$ cat config.mk
export PLATFORM = sky130hd
export DESIGN_NAME = epwm_core
export DESIGN_NICKNAME = d
export VERILOG_FILES = /design/src/epwm_core.v
export VERILOG_INCLUDE_DIRS = /design/src
export SDC_FILE = /design/constraint.sdc
export NUM_CORES = 1
export LEC_CHECK = 0
export BUFFER_PORTS_ARGS = -buffer_cell sky130_fd_sc_hd__buf_2
export CAP_MARGIN = 0
export CORE_MARGIN = 2
export CORE_UTILIZATION = 57
export DETAILED_ROUTE_END_ITERATION = 10
export PLACE_DENSITY_LB_ADDON = 0.15
export SYNTH_ARGS = -nofsm -noshare
export SYNTH_HDL_FRONTEND = slang
export SYNTH_SLANG_ARGS = --single-unit
export TNS_END_PERCENT = 30
$ cat constraint.sdc
create_clock -name i_clk -period 2.9 [get_ports i_clk]
set_clock_uncertainty 0.15 [all_clocks]
set_input_delay 0.58 -clock i_clk [delete_from_list [all_inputs] [get_ports i_clk]]
set_output_delay 0.58 -clock i_clk [all_outputs]
set_load 0.005 [all_outputs]
$ cat src/epwm_defs.vh
// Register map, field positions, reset values and encodings for the enhanced PWM block.
// Assumes a 32-bit APB slave with one aligned word per 8-bit register.
`ifndef EPWM_DEFS_VH
`define EPWM_DEFS_VH

// Byte offsets of the registers on the APB bus.
`define OFS_SHUTDOWN_CONTROL   12'h000
`define OFS_MODE_CONTROL       12'h004
`define OFS_TIMER_SELECT       12'h008
`define OFS_TIMER_PERIOD       12'h00c
`define OFS_STEERING_CONTROL   12'h010
`define OFS_RESTART_DEADBAND   12'h014
`define OFS_TIMER_CONTROL      12'h018
`define OFS_TIMER_COUNT        12'h01c
`define OFS_DUTY_UPPER         12'h020
`define OFS_PIN_DIRECTION      12'h024
`define OFS_STATUS             12'h028

// Field positions in the shutdown control register.
`define SD_STATUS_BIT          7
`define SD_SRC_HI              6
`define SD_SRC_LO              4
`define SD_AC_HI               3
`define SD_AC_LO               2
`define SD_BD_HI               1
`define SD_BD_LO               0

// Field positions in the mode control register.
`define MC_CFG_HI              7
`define MC_CFG_LO              6
`define MC_DUTY_HI             5
`define MC_DUTY_LO             4
`define MC_MODE_HI             3
`define MC_MODE_LO             0

// Other field positions.
`define RD_RESTART_BIT         7
`define ST_SYNC_BIT            4
`define TC_ON_BIT              2

// Reset values.
`define RST_STEERING           8'h01
`define RST_PIN_DIRECTION      4'hf
`define RST_ZERO8              8'h00

// Shutdown drive states of a pin pair.
`define SDS_DRIVE0             2'h0
`define SDS_DRIVE1             2'h1

// Shutdown source encodings.
`define SRC_OFF                3'h0
`define SRC_CMP1               3'h1
`define SRC_CMP2               3'h2
`define SRC_CMP_ANY            3'h3
`define SRC_FAULT              3'h4
`define SRC_FAULT_CMP1         3'h5
`define SRC_FAULT_CMP2         3'h6
`define SRC_FAULT_ANY          3'h7

// Output configurations.
`define CFG_SINGLE             2'h0
`define CFG_HALF               2'h2

// Timer select value that picks the local period timer.
`define TSEL_LOCAL             2'h0

`endif

$ cat src/epwm_core.v
// Enhanced PWM unit: APB registers, period timer, duty compare, dead-band,
// steering, auto-shutdown and auto-restart, and pin drivers with enables.
// Assumes fault and comparator inputs are asynchronous; everything else is on i_clk.
//
// How it works
// - Mode low bits set pair polarities
// - Output latches undefined before first period
// - Timer flag set as third period starts
// - All pins high impedance after reset
// - Timer select zero picks local timer
// - Period comes from timer period register
// - Source field disables or picks shutdown trigger
// - Two fields give pair shutdown states
// - Setup forces shutdown with safe states
// - Ten-bit duty from upper register plus bits
// - Half-bridge dead-band from seven-bit field
// - Timer prescales, counts only when on
// - Pin drives only when direction bit clear
// - Steering enable per pin gates signal in single output configuration
// - Status follows condition under auto-restart
// - Shutdown drives pairs to programmed states
// - Sync bit delays steering to next period
// - Fault low, comparator or firmware shuts down
`timescale 1ns/10ps
`include "epwm_defs.vh"

module epwm_core (
  input  wire        i_clk,
  input  wire        i_sys_rst,
  input  wire        i_psel,
  input  wire        i_penable,
  input  wire        i_pwrite,
  input  wire [11:0] i_paddr,
  input  wire [31:0] i_pwdata,
  output reg  [31:0] o_prdata,
  output reg         o_pready,
  output reg         o_pslverr,
  input  wire        i_fault_input_pin,
  input  wire        i_cmp1_out,
  input  wire        i_cmp2_out,
  output reg  [3:0]  o_pwm_out,
  output reg  [3:0]  o_pwm_oe,
  output reg         o_period_timer_flag
);

  // Registers written by software. The shutdown word is kept as two registers
  // so that its status bit, which hardware also sets, has a single owner.
  reg [6:0] sd_cfg_q;         // Source and pair states.
  reg       sd_status_q;      // Shutdown status bit.
  reg [7:0] mode_ctl_q;       // Config, duty low bits, mode.
  reg [7:0] timer_sel_q;      // Timer select field in the low bits.
  reg [7:0] period_q;         // Period register.
  reg [7:0] steer_ctl_q;      // Sync bit and per-pin enables.
  reg [7:0] restart_db_q;     // Auto-restart and dead-band delay.
  reg [7:0] timer_ctl_q;      // Timer on bit and prescale.
  reg [7:0] duty_upper_q;     // Upper eight duty bits.
  reg [3:0] pin_dir_q;        // One direction bit per pin, set means input.
  reg       flag_q;           // Period timer flag, sticky.

  // Timer state.
  reg [7:0] count_q;          // Period timer count.
  reg [3:0] presc_q;          // Prescale counter, also the two low compare bits.
  reg [1:0] duty_low_q;       // Latched low duty bits.
  reg [7:0] duty_hi_q;        // Latched upper duty bits.
  reg       first_done_q;     // First period has already rolled over.
  reg       pwm_q;            // Raw modulated signal.
  reg [3:0] steer_eff_q;      // Steering enables in effect.
  reg       run_q;            // Output running, cleared by shutdown.
  reg [6:0] db_cnt_q;         // Dead-band countdown.
  reg       db_prev_q;        // Last raw level, for edge detection.

  // Two-flop synchronisers for asynchronous inputs.
  reg [2:0] sync1_q;
  reg [2:0] sync2_q;

  wire       fault_low  = ~sync2_q[0];
  wire       cmp1       = sync2_q[1];
  wire       cmp2       = sync2_q[2];
  wire [7:0] shutdown_ctl_q = {sd_status_q, sd_cfg_q}; // Word as software sees it.
  wire [2:0] src        = shutdown_ctl_q[`SD_SRC_HI:`SD_SRC_LO];
  wire       restart_en = restart_db_q[`RD_RESTART_BIT];
  wire [1:0] cfg        = mode_ctl_q[`MC_CFG_HI:`MC_CFG_LO];
  wire [1:0] pol        = mode_ctl_q[1:0];
  wire       timer_on   = timer_ctl_q[`TC_ON_BIT];
  wire [1:0] tsel       = timer_sel_q[1:0];
  wire       local_sel  = (tsel == `TSEL_LOCAL);

  // Shutdown condition from the selected hardware source.
  reg sd_cond;
  always @* begin
    case (src)
      `SRC_OFF:        sd_cond = 1'b0;
      `SRC_CMP1:       sd_cond = cmp1;
      `SRC_CMP2:       sd_cond = cmp2;
      `SRC_CMP_ANY:    sd_cond = cmp1 | cmp2;
      `SRC_FAULT:      sd_cond = fault_low;
      `SRC_FAULT_CMP1: sd_cond = fault_low | cmp1;
      `SRC_FAULT_CMP2: sd_cond = fault_low | cmp2;
      default:         sd_cond = fault_low | cmp1 | cmp2;
    endcase
  end

  // Prescale ratio of 1, 4 or 16 selected by the two-bit field.
  // The unused fourth code also divides by 16, so no setting stops the timer.
  function [3:0] presc_max;
    input [1:0] sel;
    begin
      case (sel)
        2'h0:    presc_max = 4'h0;
        2'h1:    presc_max = 4'h3;
        default: presc_max = 4'hf;
      endcase
    end
  endfunction

  // Timer ticks only while on and selected; roll over ends a period.
  wire tick      = timer_on & local_sel & (presc_q == presc_max(timer_ctl_q[1:0]));
  wire roll      = tick & (count_q == period_q);
  wire [9:0] pos = {count_q, presc_q[1:0]};

  // APB decode; zero wait states so pready is high in every access phase.
  // Read data are fetched in the setup cycle, so a read never waits and the
  // value returned is the one held at the setup edge.
  wire apb_wr = i_psel & i_penable & i_pwrite;
  wire apb_rd = i_psel & i_penable & ~i_pwrite;

  function hit;
    input [11:0] a;
    input [11:0] ofs;
    begin
      hit = (a == ofs);
    end
  endfunction

  wire known = hit(i_paddr, `OFS_SHUTDOWN_CONTROL) | hit(i_paddr, `OFS_MODE_CONTROL) |
               hit(i_paddr, `OFS_TIMER_SELECT) | hit(i_paddr, `OFS_TIMER_PERIOD) |
               hit(i_paddr, `OFS_STEERING_CONTROL) | hit(i_paddr, `OFS_RESTART_DEADBAND) |
               hit(i_paddr, `OFS_TIMER_CONTROL) | hit(i_paddr, `OFS_TIMER_COUNT) |
               hit(i_paddr, `OFS_DUTY_UPPER) | hit(i_paddr, `OFS_PIN_DIRECTION) |
               hit(i_paddr, `OFS_STATUS);

  wire wr_sd   = apb_wr & hit(i_paddr, `OFS_SHUTDOWN_CONTROL);
  wire wr_stat = apb_wr & hit(i_paddr, `OFS_STATUS);

  // Synchronisers: the first stage feeds only the second.
  // Reset values match the idle level of each pin (fault high, comparators
  // low), so leaving reset never looks like a shutdown event.
  always @(posedge i_clk) begin
    if (i_sys_rst) begin
      sync1_q <= 3'h1;
      sync2_q <= 3'h1;
    end else begin
      sync1_q <= {i_cmp2_out, i_cmp1_out, i_fault_input_pin};
      sync2_q <= sync1_q;
    end
  end

  // Register writes; the shutdown status bit is handled apart below.
  always @(posedge i_clk) begin
    if (i_sys_rst) begin
      sd_cfg_q            <= 7'h00;
      mode_ctl_q          <= `RST_ZERO8;
      timer_sel_q         <= `RST_ZERO8;
      period_q            <= `RST_ZERO8;
      steer_ctl_q         <= `RST_STEERING;
      restart_db_q        <= `RST_ZERO8;
      timer_ctl_q         <= `RST_ZERO8;
      duty_upper_q        <= `RST_ZERO8;
      pin_dir_q           <= `RST_PIN_DIRECTION;
    end else if (apb_wr) begin
      if (hit(i_paddr, `OFS_SHUTDOWN_CONTROL))
        sd_cfg_q <= i_pwdata[6:0];
      if (hit(i_paddr, `OFS_MODE_CONTROL))
        mode_ctl_q <= i_pwdata[7:0];
      if (hit(i_paddr, `OFS_TIMER_SELECT))
        timer_sel_q <= {6'h00, i_pwdata[1:0]};
      if (hit(i_paddr, `OFS_TIMER_PERIOD))
        period_q <= i_pwdata[7:0];
      if (hit(i_paddr, `OFS_STEERING_CONTROL))
        steer_ctl_q <= {3'h0, i_pwdata[4:0]};
      if (hit(i_paddr, `OFS_RESTART_DEADBAND))
        restart_db_q <= i_pwdata[7:0];
      if (hit(i_paddr, `OFS_TIMER_CONTROL))
        timer_ctl_q <= {1'b0, i_pwdata[6:0]};
      if (hit(i_paddr, `OFS_DUTY_UPPER))
        duty_upper_q <= i_pwdata[7:0];
      if (hit(i_paddr, `OFS_PIN_DIRECTION))
        pin_dir_q <= i_pwdata[3:0];
    end
  end

  // Shutdown status: set by hardware or firmware; a hardware condition wins
  // over a firmware clear, since the status bit ignores writes while it persists.
  // Auto-restart clears it only once the condition has gone, and the
  // outputs still wait for the next period start before they resume.
  always @(posedge i_clk) begin
    if (i_sys_rst) begin
      sd_status_q <= 1'b0;
    end else if (sd_cond) begin
      // Level sensitive: the bit is set again on every cycle the source holds.
      sd_status_q <= 1'b1;
    end else if (wr_sd) begin
      sd_status_q <= i_pwdata[`SD_STATUS_BIT];
    end else if (restart_en) begin
      sd_status_q <= 1'b0;
    end
  end

  // The raw condition is ORed in so the run state drops on the same edge as
  // the status bit itself is set, rather than one clock after it.
  wire shut = shutdown_ctl_q[`SD_STATUS_BIT] | sd_cond;

  // Period timer, duty latch at period start, and the period flag.
  // Duty is copied only at roll over, so a new value never cuts a period short.
  // A write to the count word wins over the increment in the same cycle.
  always @(posedge i_clk) begin
    if (i_sys_rst) begin
      count_q      <= 8'h00;
      presc_q      <= 4'h0;
      duty_hi_q    <= 8'h00;
      duty_low_q   <= 2'h0;
      first_done_q <= 1'b0;
      flag_q       <= 1'b0;
      pwm_q        <= 1'b0;
    end else begin
      if (timer_on & local_sel) begin
        presc_q <= tick ? 4'h0 : presc_q + 4'h1;
        if (tick)
          count_q <= roll ? 8'h00 : count_q + 8'h01;
      end
      if (apb_wr & hit(i_paddr, `OFS_TIMER_COUNT))
        count_q <= i_pwdata[7:0];
      if (roll) begin
        duty_hi_q    <= duty_upper_q;
        duty_low_q   <= mode_ctl_q[`MC_DUTY_HI:`MC_DUTY_LO];
        first_done_q <= 1'b1;
      end
      // The flag rises only from the second roll over on; set beats clear.
      if (roll & first_done_q)
        flag_q <= 1'b1;
      else if (wr_stat & i_pwdata[0])
        flag_q <= 1'b0;
      // Signal is undefined until the first roll over; kept low here.
      pwm_q <= first_done_q & (pos < {duty_hi_q, duty_low_q});
    end
  end

  // Steering, run state and dead-band delay.
  // The run state restarts only at roll over, so after any shutdown the pins
  // pick up again with a whole period. The dead-band counter restarts on
  // every raw edge and holds the newly active side off until it empties.
  always @(posedge i_clk) begin
    if (i_sys_rst) begin
      steer_eff_q <= 4'h0;
      run_q       <= 1'b0;
      db_cnt_q    <= 7'h00;
      db_prev_q   <= 1'b0;
    end else begin
      if (~steer_ctl_q[`ST_SYNC_BIT] | roll)
        steer_eff_q <= steer_ctl_q[3:0];
      if (shut)
        run_q <= 1'b0;
      else if (roll)
        run_q <= 1'b1;
      db_prev_q <= pwm_q;
      if (pwm_q != db_prev_q)
        db_cnt_q <= restart_db_q[6:0];
      else if (db_cnt_q != 7'h00)
        db_cnt_q <= db_cnt_q - 7'h01;
    end
  end

  // Output mapping per configuration, then polarity, steering and shutdown.
  // Shutdown states override polarity: the programmed level is the pin level.
  // Pins that steering disables stay floating even in shutdown.
  reg [3:0] act;
  reg [3:0] en;
  reg [3:0] lvl;
  reg [3:0] drv;
  integer   i;
  always @* begin
    act = 4'h0;
    en  = 4'hf;
    lvl = 4'h0;
    drv = 4'h0;
    case (cfg)
      `CFG_SINGLE: begin
        act = {4{pwm_q}};
        en  = steer_eff_q;
      end
      `CFG_HALF: begin
        // Each side waits out the dead-band after the other turns off.
        act = {2'b00, ~pwm_q & (db_cnt_q == 7'h00), pwm_q & (db_cnt_q == 7'h00)};
        en  = 4'h3;
      end
      default: begin
        act = {pwm_q & ~cfg[1], 2'b00, ~cfg[1]};
        en  = 4'hf;
      end
    endcase
    for (i = 0; i < 4; i = i + 1) begin
      // Pins a and c use polarity bit 1; b and d use bit 0.
      lvl[i] = ((i == 0) || (i == 2)) ? (act[i] ^ pol[1]) : (act[i] ^ pol[0]);
      if (~run_q) begin
        // Pair a/c uses one state field, pair b/d the other.
        if ((i == 0) || (i == 2)) begin
          lvl[i] = (shutdown_ctl_q[`SD_AC_HI:`SD_AC_LO] == `SDS_DRIVE1);
          drv[i] = en[i] & (shutdown_ctl_q[`SD_AC_HI] == 1'b0);
        end else begin
          lvl[i] = (shutdown_ctl_q[`SD_BD_HI:`SD_BD_LO] == `SDS_DRIVE1);
          drv[i] = en[i] & (shutdown_ctl_q[`SD_BD_HI] == 1'b0);
        end
      end else begin
        drv[i] = en[i];
      end
    end
  end

  // Registered pin and APB outputs.
  // Every output leaves a flip-flop, so the pins see no decode glitches.
  // The pin enables also pass the direction bits, which override all else.
  always @(posedge i_clk) begin
    if (i_sys_rst) begin
      o_pwm_out           <= 4'h0;
      o_pwm_oe            <= 4'h0;
      o_prdata            <= 32'h00000000;
      o_pready            <= 1'b0;
      o_pslverr           <= 1'b0;
      o_period_timer_flag <= 1'b0;
    end else begin
      o_pwm_out           <= lvl;
      o_pwm_oe            <= drv & ~pin_dir_q;
      o_period_timer_flag <= flag_q;
      o_pready            <= i_psel & ~i_penable;
      o_pslverr           <= i_psel & ~i_penable & ~known;
      o_prdata            <= 32'h00000000;
      if (i_psel & ~i_penable & ~i_pwrite) begin
        case (i_paddr)
          `OFS_SHUTDOWN_CONTROL: o_prdata <= {24'h0, shutdown_ctl_q};
          `OFS_MODE_CONTROL:     o_prdata <= {24'h0, mode_ctl_q};
          `OFS_TIMER_SELECT:     o_prdata <= {24'h0, timer_sel_q};
          `OFS_TIMER_PERIOD:     o_prdata <= {24'h0, period_q};
          `OFS_STEERING_CONTROL: o_prdata <= {24'h0, steer_ctl_q};
          `OFS_RESTART_DEADBAND: o_prdata <= {24'h0, restart_db_q};
          `OFS_TIMER_CONTROL:    o_prdata <= {24'h0, timer_ctl_q};
          `OFS_TIMER_COUNT:      o_prdata <= {24'h0, count_q};
          `OFS_DUTY_UPPER:       o_prdata <= {24'h0, duty_upper_q};
          `OFS_PIN_DIRECTION:    o_prdata <= {28'h0, pin_dir_q};
          `OFS_STATUS:           o_prdata <= {29'h0, run_q, first_done_q, flag_q};
          default:               o_prdata <= 32'h00000000;
        endcase
      end
    end
  end

  // The read strobe is kept for symmetry with writes; data are latched in setup.
  // It drives no logic.
  wire unused_rd = apb_rd;

endmodule

==> After elaboration in Yosys (flattened, before gate mapping) <==
Cells that the tools add are included.
{ "word_totals": {"register_bits": 145, "in_bits": 52, "word_cells": 158} }
{ "op_classes": {"addsub": 3, "n_lt_le_gt_ge": 1, "eq_ne": 23, "muxes": 25, "n_bitwise": 53, "n_reduce_logical": 24} }
{ "op_table": {"columns": ["operator", "count"], "rows": [
  ["$pmux 8 s11", 1],
  ["$eq 12x5->1 const B", 4],
  ["$eq 12x6->1 const B", 3],
  ["$mux 8", 4],
  ["$eq 12x4->1 const B", 2],
  ["$pmux 4 s2", 3],
  ["$and 1x1->1", 21],
  ["$reduce_and 2->1", 10],
  ["$or 1x1->1", 16],
  ["$mux 7", 2],
  ["$mux 1", 13],
  ["$eq 12x3->1 const B", 1],
  ["$logic_not 12->1", 1],
  ["$lt 10x10->1", 1],
  ["$not 1->1", 10],
  ["$eq 3x3->1 const B", 3],
  ["$add 8x1->8 const B", 1],
  ["$eq 8x8->1", 1],
  ["$reduce_bool 2->1", 4],
  ["$logic_not 7->1", 1],
  ["$pmux 1 s7", 1],
  ["$reduce_bool 7->1", 1],
  ["$sub 7x1->7 const B", 1],
  ["$eq 2x1->1 const B", 3],
  ["other kinds (14)", 21]
]} }

==> Depth between registers and ports, before layout <==
Gate-level depths: netlist of the first run.
{ "depth": {"word_depth": 13, "depth_mapped": 9} }

==> Least setup slack after synthesis of the first run <==
No wires, ideal clock.
{ "synth_path": {"path_kind": "input to register", "start": "input i_paddr[1]", "end": "register sd_status_q", "setup_time_ps": 120, "arrival_time_ps": 2301, "t_required_ps": 2630, "slack_ps": 329, "path_stages": 7, "n_path_buf": 1, "path_cell_list": "or4_4 > nor3_4 > and2_1 > and3_1 > buf_4 > nor3b_1 > o31a_1"} }
{ "synth_via": {"elab_chain_len": 4} }
{ "synth_rtl": {"columns": ["element", "line_no", "text"], "rows": [
  ["start, declared", "epwm_core.v:33", "input wire [11:0] i_paddr,"],
  ["$logic_not 12->1 (*)", "epwm_core.v:131", "hit = (a == ofs);"],
  ["$and 1x1->1 (*)", "epwm_core.v:142", "wire wr_sd = apb_wr & hit(i_paddr, `OFS_SHUTDOWN_CONTROL);"],
  ["$mux 1", "epwm_core.v:202", "end else if (wr_sd) begin"],
  ["$mux 1", "epwm_core.v:199", "end else if (sd_cond) begin"],
  ["end signal, assigned", "epwm_core.v:203", "sd_status_q <= i_pwdata[`SD_STATUS_BIT];"],
  ["end, declared", "epwm_core.v:49", "reg sd_status_q;"]
]} }
Every way passes the cells marked *; elsewhere a longest branch is shown, timed or not.
A chain may end at the register's enable or synchronous reset.

==> Worst setup path after layout of the first run <==
{ "layout_path": {"start": "register timer_ctl_q[2]", "end": "register count_q[5]"} }
{ "layout_via": {"elab_chain_len": 7} }
{ "layout_rtl": {"columns": ["element", "line_no", "text"], "rows": [
  ["start, declared", "epwm_core.v:55", "reg [7:0] timer_ctl_q;"],
  ["start signal, assigned", "epwm_core.v:167", "timer_ctl_q <= `RST_ZERO8;"],
  ["start signal, assigned", "epwm_core.v:184", "timer_ctl_q <= {1'b0, i_pwdata[6:0]};"],
  ["$and 1x1->1 (*)", "epwm_core.v:117, epwm_core.v:226", null],
  ["$and 1x1->1", "epwm_core.v:117", "wire tick = timer_on & local_sel & (presc_q == presc_max(timer_ctl_q[1:0]));"],
  ["$and 1x1->1", "epwm_core.v:118", "wire roll = tick & (count_q == period_q);"],
  ["$mux 8", "epwm_core.v:229", "count_q <= roll ? 8'h00 : count_q + 8'h01;"],
  ["$mux 8", "epwm_core.v:228", "if (tick)"],
  ["$mux 8", "epwm_core.v:226", "if (timer_on & local_sel) begin"],
  ["$mux 8", "epwm_core.v:231", "if (apb_wr & hit(i_paddr, `OFS_TIMER_COUNT))"],
  ["end signal, assigned", "epwm_core.v:229", null],
  ["end signal, assigned", "epwm_core.v:232", "count_q <= i_pwdata[7:0];"],
  ["end, declared", "epwm_core.v:61", "reg [7:0] count_q;"]
]} }
Every way passes the cells marked *; elsewhere a longest branch is shown, timed or not. The select of a mux whose other input is x is not followed.

==> results by group, run 1 <==
Finish
  • Layout Nets: 791
  • ANT cells: 0
  • Leading cell types in the layout, fill and taps excluded: dfxtp_1 (121), nor2_1 (100), mux2i_1 (70)
  • Commonest non-fill, non-tap cell in the layout: dfxtp_1
  • Fin area: approximately 0.0069 sq mm
  • Layout area overhead: 16.0%
  • Layout cells sized above 1: 16.0%
  • FILL cells: roughly 860

Critical path
  • Slowest Stage Delay on Critical Path: just under 0.5 ns
  • Worst Path Required: around 3.2 ns
  • CP top delay family: simple AND/OR/NAND/NOR gates
  • R2r setup slk: 0.27 ns
  • Worst Setup End Kind: flop
  • Worst Path Buf+Inv: 0
  • CP cell instances: or3b_1 -> nor3_1 -> nor2_1 -> nor2_1 -> nand3b_1 -> a31oi_1
  • Startpoint types: flop
  • FF-to-FF path depth: 6
  • Most frequent CP cell: nor2_1
  • Slowest cell on the critical path: or3b_1
  • Reg-to-reg startpoint: timer_ctl_q[2]
  • Arrival time worst endpoint: between 2 and 3 ns
  • Worst Setup Path Type: reg -> reg
  • Worst r2r dst: count_q[5]
  • CP Max Fanout: 7

Synth
  • Yosys cell types: 63
  • Main synth FF type: dfxtp_1
  • Syn. warnings: 0
  • Number of flops mapped to enable cells by yosys: 0
  • Mapped Area: 0.00591 sq mm
  • Post-synth ARST share: 0%
  • Sequential cell area fraction in the yosys report: 41.0%
  • Synth Register Bits: 121
  • Syn Area/Cell: 8.78 sq um
  • Post-Synthesis Cells: 673

Route
  • ANT nets after route: 0
  • Final wirelength: 16300 um
  • Vias/cell: 5.73
  • Drt drc: 0
  • Via count: between 5000 and 6000
  • Routed WL per cell: 18.6 um
  • Drt first pass iters: 5
  • Initial DRC count: between 400 and 500

GRT
  • GRT Overall Usage: between 30% and 40%
  • Vias in the first global route: 4843
  • Initial antenna violation count: 0
  • GR Overflow Total: 0
  • Largest net degree at the start of global routing: 57
  • Global-route wire length before repair: around 26000 um

Hold path
  • Worst Hold Class: in -> reg
  • Hold EP: sync1_q[0]
  • Hold depth: 2
  • Min-delay src: i_fault_input_pin

Clock tree
  • Clk_lat worst skew: 0.53 ns
  • Clock sink count: 121
  • Clock Tree Root: clkbuf_8
  • Post-CTS Hold Fix Bufs: 0
  • Max Root-Sink Buffers: 2
  • Reg clk slew, reported paths: ~0.06 ns
  • Post-CTS Setup Bufs: 0
  • CTS HTree Levels: 4
  • CTS buffer count: 17
  • CTS tree: done
  • CTS resizes: 0

Timing
  • Final setup violation count: 0
  • RSZ-0062 raised after global routing: false
  • Max Fclk: 380 MHz
  • Slew Limit Headroom: 62.1%
  • Tcrit/Tclk final: roughly nine tenths
  • Slew @ Worst Pin: 0.569 ns
  • Final Max Slew Viols: 0
  • Hold Vio Cnt, Final: 0
  • Total negative slack: 0 ns
  • Tmin final: 2.63 ns

Die
  • Die width: between 100 and 150 um
  • Initial Util: 58.0%
  • Total core area: a little over 0.01 sq mm
  • Die Span Y: approximately 110 um
  • Ports: 95
  • DIE AREA: 0.0112 sq mm
  • Row count: 37

Power and ir drop
  • Clock power share: 48.8%
  • Leakage power: 2.68 nW
  • Pwr per Cell Area: 600 mW/mm^2
  • Int Power: 3.15 mW
  • Total net switching power: 969 uW
  • Sw Ratio: 23.6%
  • VDD IR-drop max: 560 uV
  • Sequential Power Share: 42.0%
  • Combinational share of power: 9.2%

Job
  • Max_cap viols: 0

Status
  • Status: completed

Placement
  • Post-DP Area: about 0.0063 sq mm
  • Port Buf Inserts: 46
  • Final Wtd Congestion: 1.04
  • Dpl hpwl: ~12000 um
metrics by stage:
| stage | util [%] | setup WS, ns | instances | total power, mW | hold WS, ns |
|---|---|---|---|---|---|
| after floorplan | - | 0.329 | 696 | 2.05 | 0.239 |
| final | 67.3 | 0.265 | 875 | 4.12 | 0.0866 |
| after global placement | 61.7 | 0.113 | 844 | 2.12 | 0.246 |
| after global routing | 67.3 | 0.228 | 875 | 4.28 | 0.0649 |
| after detailed placement | 61.7 | 0.0958 | 844 | 2.13 | 0.273 |
| after CTS | 67.3 | 0.405 | 875 | 4.15 | 0.0599 |
flip-flops by register name, indices dropped and copies added, names as in the netlist, 5 cells and up:
name,cells
count_q,8
db_cnt_q,7
duty_hi_q,8
duty_upper_q,8
mode_ctl_q,8
o_prdata,8
period_q,8
restart_db_q,8
sd_cfg_q,7
steer_ctl_q,5
timer_ctl_q,7
worst register-to-register path, stage by stage, from the launching register on:
cell and delay, ns:
dfxtp_1 0.46, or3b_1 0.49, nor3_1 0.44, nor2_1 0.17, nor2_1 0.39, nand3b_1 0.13
a31oi_1 0.30
synthesized netlist by cell type, types with 2 or more instances:
library cell  count  area (sq um)
xnor2_1           6          52.6
nor4_1            4          25.0
mux2_2            3          33.8
nand4_1           3          18.8
a22o_1            3          26.3
nand2b_1          6          37.5
a21o_1            3          22.5
mux2i_1          70           701
xor2_1           11          96.3
or2_2             2          12.5
buf_2             5          25.0
buf_4            25           188
and2_1            7          43.8
a311oi_1          2          17.5
clkbuf_1         26          97.6
nor3_1           23           115
nand3b_1          9          67.6
o31ai_1           2          15.0
nor2_1          100           375
nor4_4            2          42.5
nor2b_1          14          87.6
a21oi_1          39           195
a22oi_1          11          82.6
nor3b_1           2          15.0
dfxtp_1         121          2420
a32o_1            2          20.0
o21ai_0          24           120
a221oi_1          2          17.5
nand2_1          38           143
inv_1            18          67.6
a31oi_1          10          62.6
o22ai_1           2          12.5
buf_1             2          7.51
a222oi_1          2          20.0
or3_1             7          43.8
nor3_4            3          48.8
ha_1             12           150
nand3_1          18          90.1
and3_1            8          50.1
o211ai_1          3          22.5
per-layer routing:
layer	share of wire [%]	global-route usage, %	vias up
li1	-	-	2421
met1	45	41.1	2375
met2	45	47.5	188
met3	7.1	7.98	29
met4	2.8	11.9	0
met5	0	0	-
worst max path at each step:
| stage | from | to | slack [ns] | cells after the start |
|---|---|---|---|---|
| floorplan | i_paddr[1] | sd_status_q | 0.33 | 7 |
| global placement | i_paddr[1] | restart_db_q[2] | 0.11 | 7 |
| detailed placement | i_paddr[1] | restart_db_q[2] | 0.1 | 7 |
| CTS | timer_ctl_q[2] | count_q[5] | 0.41 | 6 |
| global route | timer_ctl_q[2] | count_q[5] | 0.23 | 6 |
| finish | timer_ctl_q[2] | count_q[5] | 0.27 | 6 |
area by class of cell:
class,count,area [sq um],share of cell area (%)
Timing Repair Buffer,71,443,6.46
Multi-Input combinational cell,498,3180,46.4
Inverter,18,67.6,0.985
Clock inverter,8,93.8,1.37
Clock buffer,23,477,6.95
Tap cell,136,170,2.48
Sequential cell,121,2420,35.3
logic make-up (layout without fill, tap and decap cells):
family	after synthesis	in the layout	share of synthesized area [%]
simple gates	258	258	22.6
flops	121	121	41.0
compound gates	113	113	11.9
buf+inv	77	120	6.61
mux	74	74	12.8
xor+xnor	17	17	2.52
fa+ha+maj	12	12	2.54
other cells	1	24	0.0635
power groups by stage:
stage | Sequential, mW | Combinational (mW) | Clock, mW
after CTS | 1.73 | 0.375 | 2.04
after global placement | 1.76 | 0.358 | 0
final | 1.73 | 0.377 | 2.01
after detailed placement | 1.76 | 0.371 | 0
after global routing | 1.73 | 0.424 | 2.13
after floorplan | 1.76 | 0.292 | 0
Note: power is estimated with default switching activity, not from simulation.
==> inputs of run 2 (changes only) <==
Settings changed: CTS_CLUSTER_DIAMETER from default to 80, REMOVE_ABC_BUFFERS from default to 1, SETUP_SLACK_MARGIN from default to 0.4.
==> run 2 against run 1 <==
Flip-flop and latch count is the same. Count of clock-buffer cells in the layout is the same. Utilization grew 0.44 points. Non-clock buffer count grew 2. First-iteration DRC count grew 13%. Cell area grew 0.66%. Highest routed layer unchanged.
==> results by group, run 2 (synthesis results as in run 1) <==
Status
  • Status: completed

Critical path
  • Worst Setup Path Type: reg -> reg
  • Arrival time worst endpoint: around 2.6 ns
  • Startpoint types: flop
  • R2r setup slk: 0.51 ns
  • Worst Path Required: 3.15 ns
  • CP Max Fanout: 12
  • Worst Setup End Kind: flop

Route
  • Drt drc: 0
  • Via count: about 5200
  • Initial DRC count: 486
  • Drt first pass iters: 5
  • Wl on met1: 7180 um
  • Top Metal Used: met4
  • ANT nets after route: 0
  • Vias/cell: 5.89
  • Final wirelength: 16500 um
  • Metal2 WL: 7630 um
  • Met3 WL: between 1000 and 1500 um
  • Routed WL per cell: 18.8 um

Power and ir drop
  • Sw Ratio: 23.6%
  • Clock power share: 50.0%
  • Leakage power: 2.70 nW
  • Pwr per Cell Area: 616 mW/mm^2
  • Total net switching power: 1.00 mW
  • Combinational share of power: 9.3%
  • Sequential Power Share: 40.7%
  • VDD IR-drop max: 471 uV
  • Int Power: approximately 3.2 mW

Finish
  • Layout Nets: 793
  • Layout cells sized above 1: 16.4%
  • ANT cells: 0
  • Commonest non-fill, non-tap cell in the layout: dfxtp_1
  • Leading cell types in the layout, fill and taps excluded: dfxtp_1 (121), nor2_1 (100), mux2i_1 (70)
  • Layout area overhead: 16.8%

Timing
  • Hold Vio Cnt, Final: 0
  • RSZ-0062 raised after global routing: false
  • Final setup violation count: 0
  • Slew Limit Headroom: between 40 and 50%
  • Tmin final: 2.39 ns
  • Total negative slack: 0 ns
  • Slew @ Worst Pin: 0.763 ns
  • Max Fclk: 418 MHz
  • Tcrit/Tclk final: approximately 83%
  • Final Max Slew Viols: 0
  • Setup ws final: around 0.51 ns

GRT
  • Vias in the first global route: 4812
  • Global-route wire length before repair: 25900 um
  • GRT Overall Usage: between 30 and 40%
  • Initial antenna violation count: 0
  • GR Overflow Total: 0
  • Largest net degree at the start of global routing: 74

Clock tree
  • Clock sink count: 121
  • Post-CTS Hold Fix Bufs: 0
  • CTS resizes: 1
  • CTS HTree Levels: 4
  • Max Root-Sink Buffers: 2
  • Clock Tree Root: clkbuf_8
  • CTS tree: done
  • Clk_lat worst skew: around 0.54 ns
  • Post-CTS Setup Bufs: 0
  • CTS buffer count: 17
  • Reg clk slew, reported paths: 0.05 ns

Die
  • Ports: 95
  • Total core area: 0.0102 sq mm
  • DIE AREA: 0.0112 sq mm
  • Die Span Y: 106 um
  • Row count: 37
  • Initial Util: 58.0%
  • Die width: 106 um

Placement
  • Pre-CTS setup slack: approximately 0.075 ns
  • Final Wtd Congestion: 0.976
  • Port Buf Inserts: 46
  • Dpl hpwl: ~12000 um

Job
  • Max_cap viols: 0

Hold path
  • Worst Hold Class: in -> reg
-- run 2: path summary, 6_finish.rpt --
kind | startpoint | cells after the start | endpoint
min reg2reg | sync1_q[0] | 1 | sync2_q[0]
max | timer_ctl_q[2] | 6 | duty_hi_q[5]
max reg2reg | timer_ctl_q[2] | 6 | duty_hi_q[5]
min | i_fault_input_pin | 2 | sync1_q[0]
-- run 2: routing by layer --
| metal | global-route usage [%] | vias up |
|---|---|---|
| li1 | - | 2430 |
| met1 | 40.9 | 2465 |
| met2 | 48.6 | 234 |
| met3 | 6.56 | 29 |
| met4 | 13.3 | 0 |
| met5 | 0 | - |
-- run 2: layout make-up --
class,count,area [sq um]
Clock buffer,23,477
Tap cell,136,170
Multi-Input combinational cell,498,3200
Timing Repair Buffer,73,445
Fill cell,871,3280
Inverter,18,67.6
Sequential cell,121,2420
Clock inverter,7,116
-- run 2: stage by stage --
stage	hold slack (ns)	util, %	cell area (sq um)	instances	power, mW
finish	0.0716	67.8	6900	876	4.25
CTS	0.0572	67.6	6890	876	4.24
global placement	0.244	61.7	6290	846	2.12
floorplan	0.239	-	5670	637	1.99
detailed placement	0.251	61.7	6290	846	2.13
global route	0.0740	67.8	6900	876	4.39
-- run 2: power groups by stage --
stage / Sequential (mW) / Clock [mW] / Combinational [mW]
2_1_floorplan: 1.76 / 0 / 0.234
3_3_place_gp: 1.76 / 0 / 0.359
3_5_place_dp: 1.76 / 0 / 0.370
4_1_cts: 1.73 / 2.13 / 0.377
5_1_grt: 1.74 / 2.21 / 0.441
6_report: 1.73 / 2.12 / 0.397
-- run 2: worst max-delay path, stage by stage, from the launching register on --
cell     delay [ns]
dfxtp_1        0.40
or3b_1         0.50
nor3_4         0.31
o211a_1        0.28
buf_4          0.29
mux2i_1        0.27
nor2_1         0.06
==> inputs of run 3 (changes only) <==
Settings changed: CORE_UTILIZATION 57 to 51.
Clock period 2.9 ns to 2 ns, I/O delays scaled along.
==> run 3 against run 2 <==
The flow now finishes with violations (negative setup slack). Largest cell class unchanged. Count of clock-buffer cells in the layout is 3 lower. Critical endpoint is now db_cnt_q[0]. Die area grew 11%. Highest routed layer unchanged. Maximum frequency up 12%. Cell area is 20% higher. Via count is 8.2% higher.
==> results by group, run 3 (synthesis results as in run 1) <==
Status
  • Status: finished, violations left
  • Failing checks: negative setup slack

Timing
  • Final Max Slew Viols: 0
  • Tmin final: 2.14 ns
  • Slew Limit Headroom: around 64%
  • Max Fclk: between 400 and 500 MHz
  • Tcrit/Tclk final: 107%
  • Final setup violation count: 21
  • Worst hold slack: about 0.015 ns
  • Slew @ Worst Pin: roughly 0.53 ns
  • Hold Vio Cnt, Final: 0
  • Setup ws final: -0.137 ns
  • RSZ-0062 raised after global routing: true

Hold path
  • Min-delay src: i_fault_input_pin
  • Hold depth: 2
  • Worst Hold Class: in -> reg

Die
  • DIE AREA: 0.0125 sq mm
  • Die width: 112 um
  • Initial Util: 52.0%
  • Die Span Y: 112 um
  • Row count: 39
  • Total core area: 0.0114 sq mm
  • Ports: 95

Route
  • Final wirelength: 19500 um
  • Vias/cell: 5.67
  • Drt drc: 0
  • Via count: 5582
  • Initial DRC count: 448
  • Drt first pass iters: 5
  • Routed WL per cell: 19.8 um
  • ANT nets after route: 0

GRT
  • GRT Overall Usage: 31.0%
  • Initial antenna violation count: 1
  • Largest net degree at the start of global routing: 67
  • Global-route wire length before repair: just under 30000 um
  • GR Overflow Total: 0
  • Vias in the first global route: about 5400

Critical path
  • CP Max Fanout: 3
  • Reg-to-reg startpoint: db_cnt_q[0]
  • CP startpoint: db_cnt_q[0]
  • FF-to-FF path depth: 10
  • Worst Setup Path Type: reg -> reg
  • Startpoint types: flop
  • Worst Path Required: 2.20 ns
  • Worst Setup End Kind: flop
  • Arrival time worst endpoint: ~2.3 ns

Finish
  • Layout area overhead: 40.0%
  • Layout cells sized above 1: 34.2%
  • FILL cells: 862
  • Leading cell types in the layout, fill and taps excluded: dfxtp_1 (111), nor2_1 (93), buf_4 (90)
  • Layout Nets: 892
  • Commonest non-fill, non-tap cell in the layout: dfxtp_1

Placement
  • Port Buf Inserts: 46
  • Dpl hpwl: 13900 um
  • Final Wtd Congestion: 0.929

Power and ir drop
  • Int Power: 5.22 mW
  • Sw Ratio: approximately a quarter
  • Power, Total: 6.88 mW
  • Pwr per Cell Area: 831 mW/mm^2
  • Clock power share: 49.4%
  • VDD IR-drop max: 1080 uV
  • Sequential Power Share: 36.4%
  • Combinational share of power: ~14%
  • Total net switching power: 1.66 mW
  • Leakage power: around 3.3 nW

Clock tree
  • Clock sink count: 121
  • CTS HTree Levels: 4
  • Reg clk slew, reported paths: 0.06 ns
  • CTS tree: done
  • Clock Tree Root: clkbuf_16
  • Max Root-Sink Buffers: 2
  • Clk_lat worst skew: 0.42 ns
  • CTS buffer count: 17

Job
  • Max_cap viols: 0
run 3: cell count changes in the layout (fill, tap and decap cells not counted), sizes merged:
cell           before  now
buf                73  171
bufinv              3    5
clkbuf             23   20
clkdlybuf4s15       0    1
clkinv              3    4
diode               0    1
inv                18   19
run 3: power groups by stage:
| stage | registers (mW) | clock network [mW] | logic, mW |
|---|---|---|---|
| 6_report | 2.50 | 3.40 | 0.977 |
| 5_1_grt | 2.51 | 3.52 | 1.04 |
| 4_1_cts | 2.50 | 3.43 | 0.895 |
| 3_5_place_dp | 2.54 | 0 | 0.725 |
| 3_3_place_gp | 2.54 | 0 | 0.709 |
| 2_1_floorplan | 2.55 | 0 | 0.340 |
run 3: repair_timing:
item,4_1_cts,5_1_grt
endpoints found under the setup margin,101,105
pin swaps,41,48
buffers inserted,7,7
cloned,0,2
hold buffers,0,0
resized for setup,71,50
run 3: cell type report:
| type | count | area [sq um] | area share, % |
|---|---|---|---|
| diodes | 1 | 2.50 | 0.0302 |
| clock buffers | 20 | 457 | 5.52 |
| clock inverters | 11 | 194 | 2.34 |
| inverters | 18 | 67.6 | 0.816 |
| multi-input cells | 498 | 3530 | 42.7 |
| flip-flops and latches | 121 | 2430 | 29.4 |
| well taps | 143 | 179 | 2.16 |
| repair buffers | 172 | 1410 | 17.0 |
run 3: layer usage:
layer	routed length (um)	track usage [%]	part of all wire (%)	vias up
met1	8530	39.7	44	2710
met3	1030	6.48	5.3	32
li1	-	-	-	2630
met2	9580	52.6	49	210
met4	384	9.96	2.0	0
met5	0	0	0	-
run 3: metrics by stage:
step / std cells / utilization, % / setup WS, ns / setup TNS (ns) / area, sq um
floorplan: 637 / - / -0.506 / -24.97 / 5670
global placement: 936 / 61.5 / -0.534 / -32.40 / 7000
detailed placement: 936 / 61.5 / -0.582 / -34.70 / 7000
CTS: 974 / 70.2 / -0.119 / -1.18 / 7980
global route: 983 / 72.8 / -0.234 / -2.91 / 8270
finish: 984 / 72.8 / -0.137 / -0.895 / 8280
run 3: final timing paths:
kind / endpoint / slack (ns)
hold / removal: sync1_q[0] / 0.01
hold reg to reg: sync2_q[0] / 0.26
setup / recovery: db_cnt_q[0] / -0.14
setup reg to reg: db_cnt_q[0] / -0.14
run 3: critical path, cell delays in order, from the launching register on:
cell and delay (ns):
dfxtp_2 0.32, inv_2 0.06, ha_4 0.14, or4b_4 0.50
buf_4 0.16, buf_6 0.11, nor3_4 0.16, buf_6 0.15
xnor2_2 0.10, nand2_1 0.06, a21oi_1 0.15
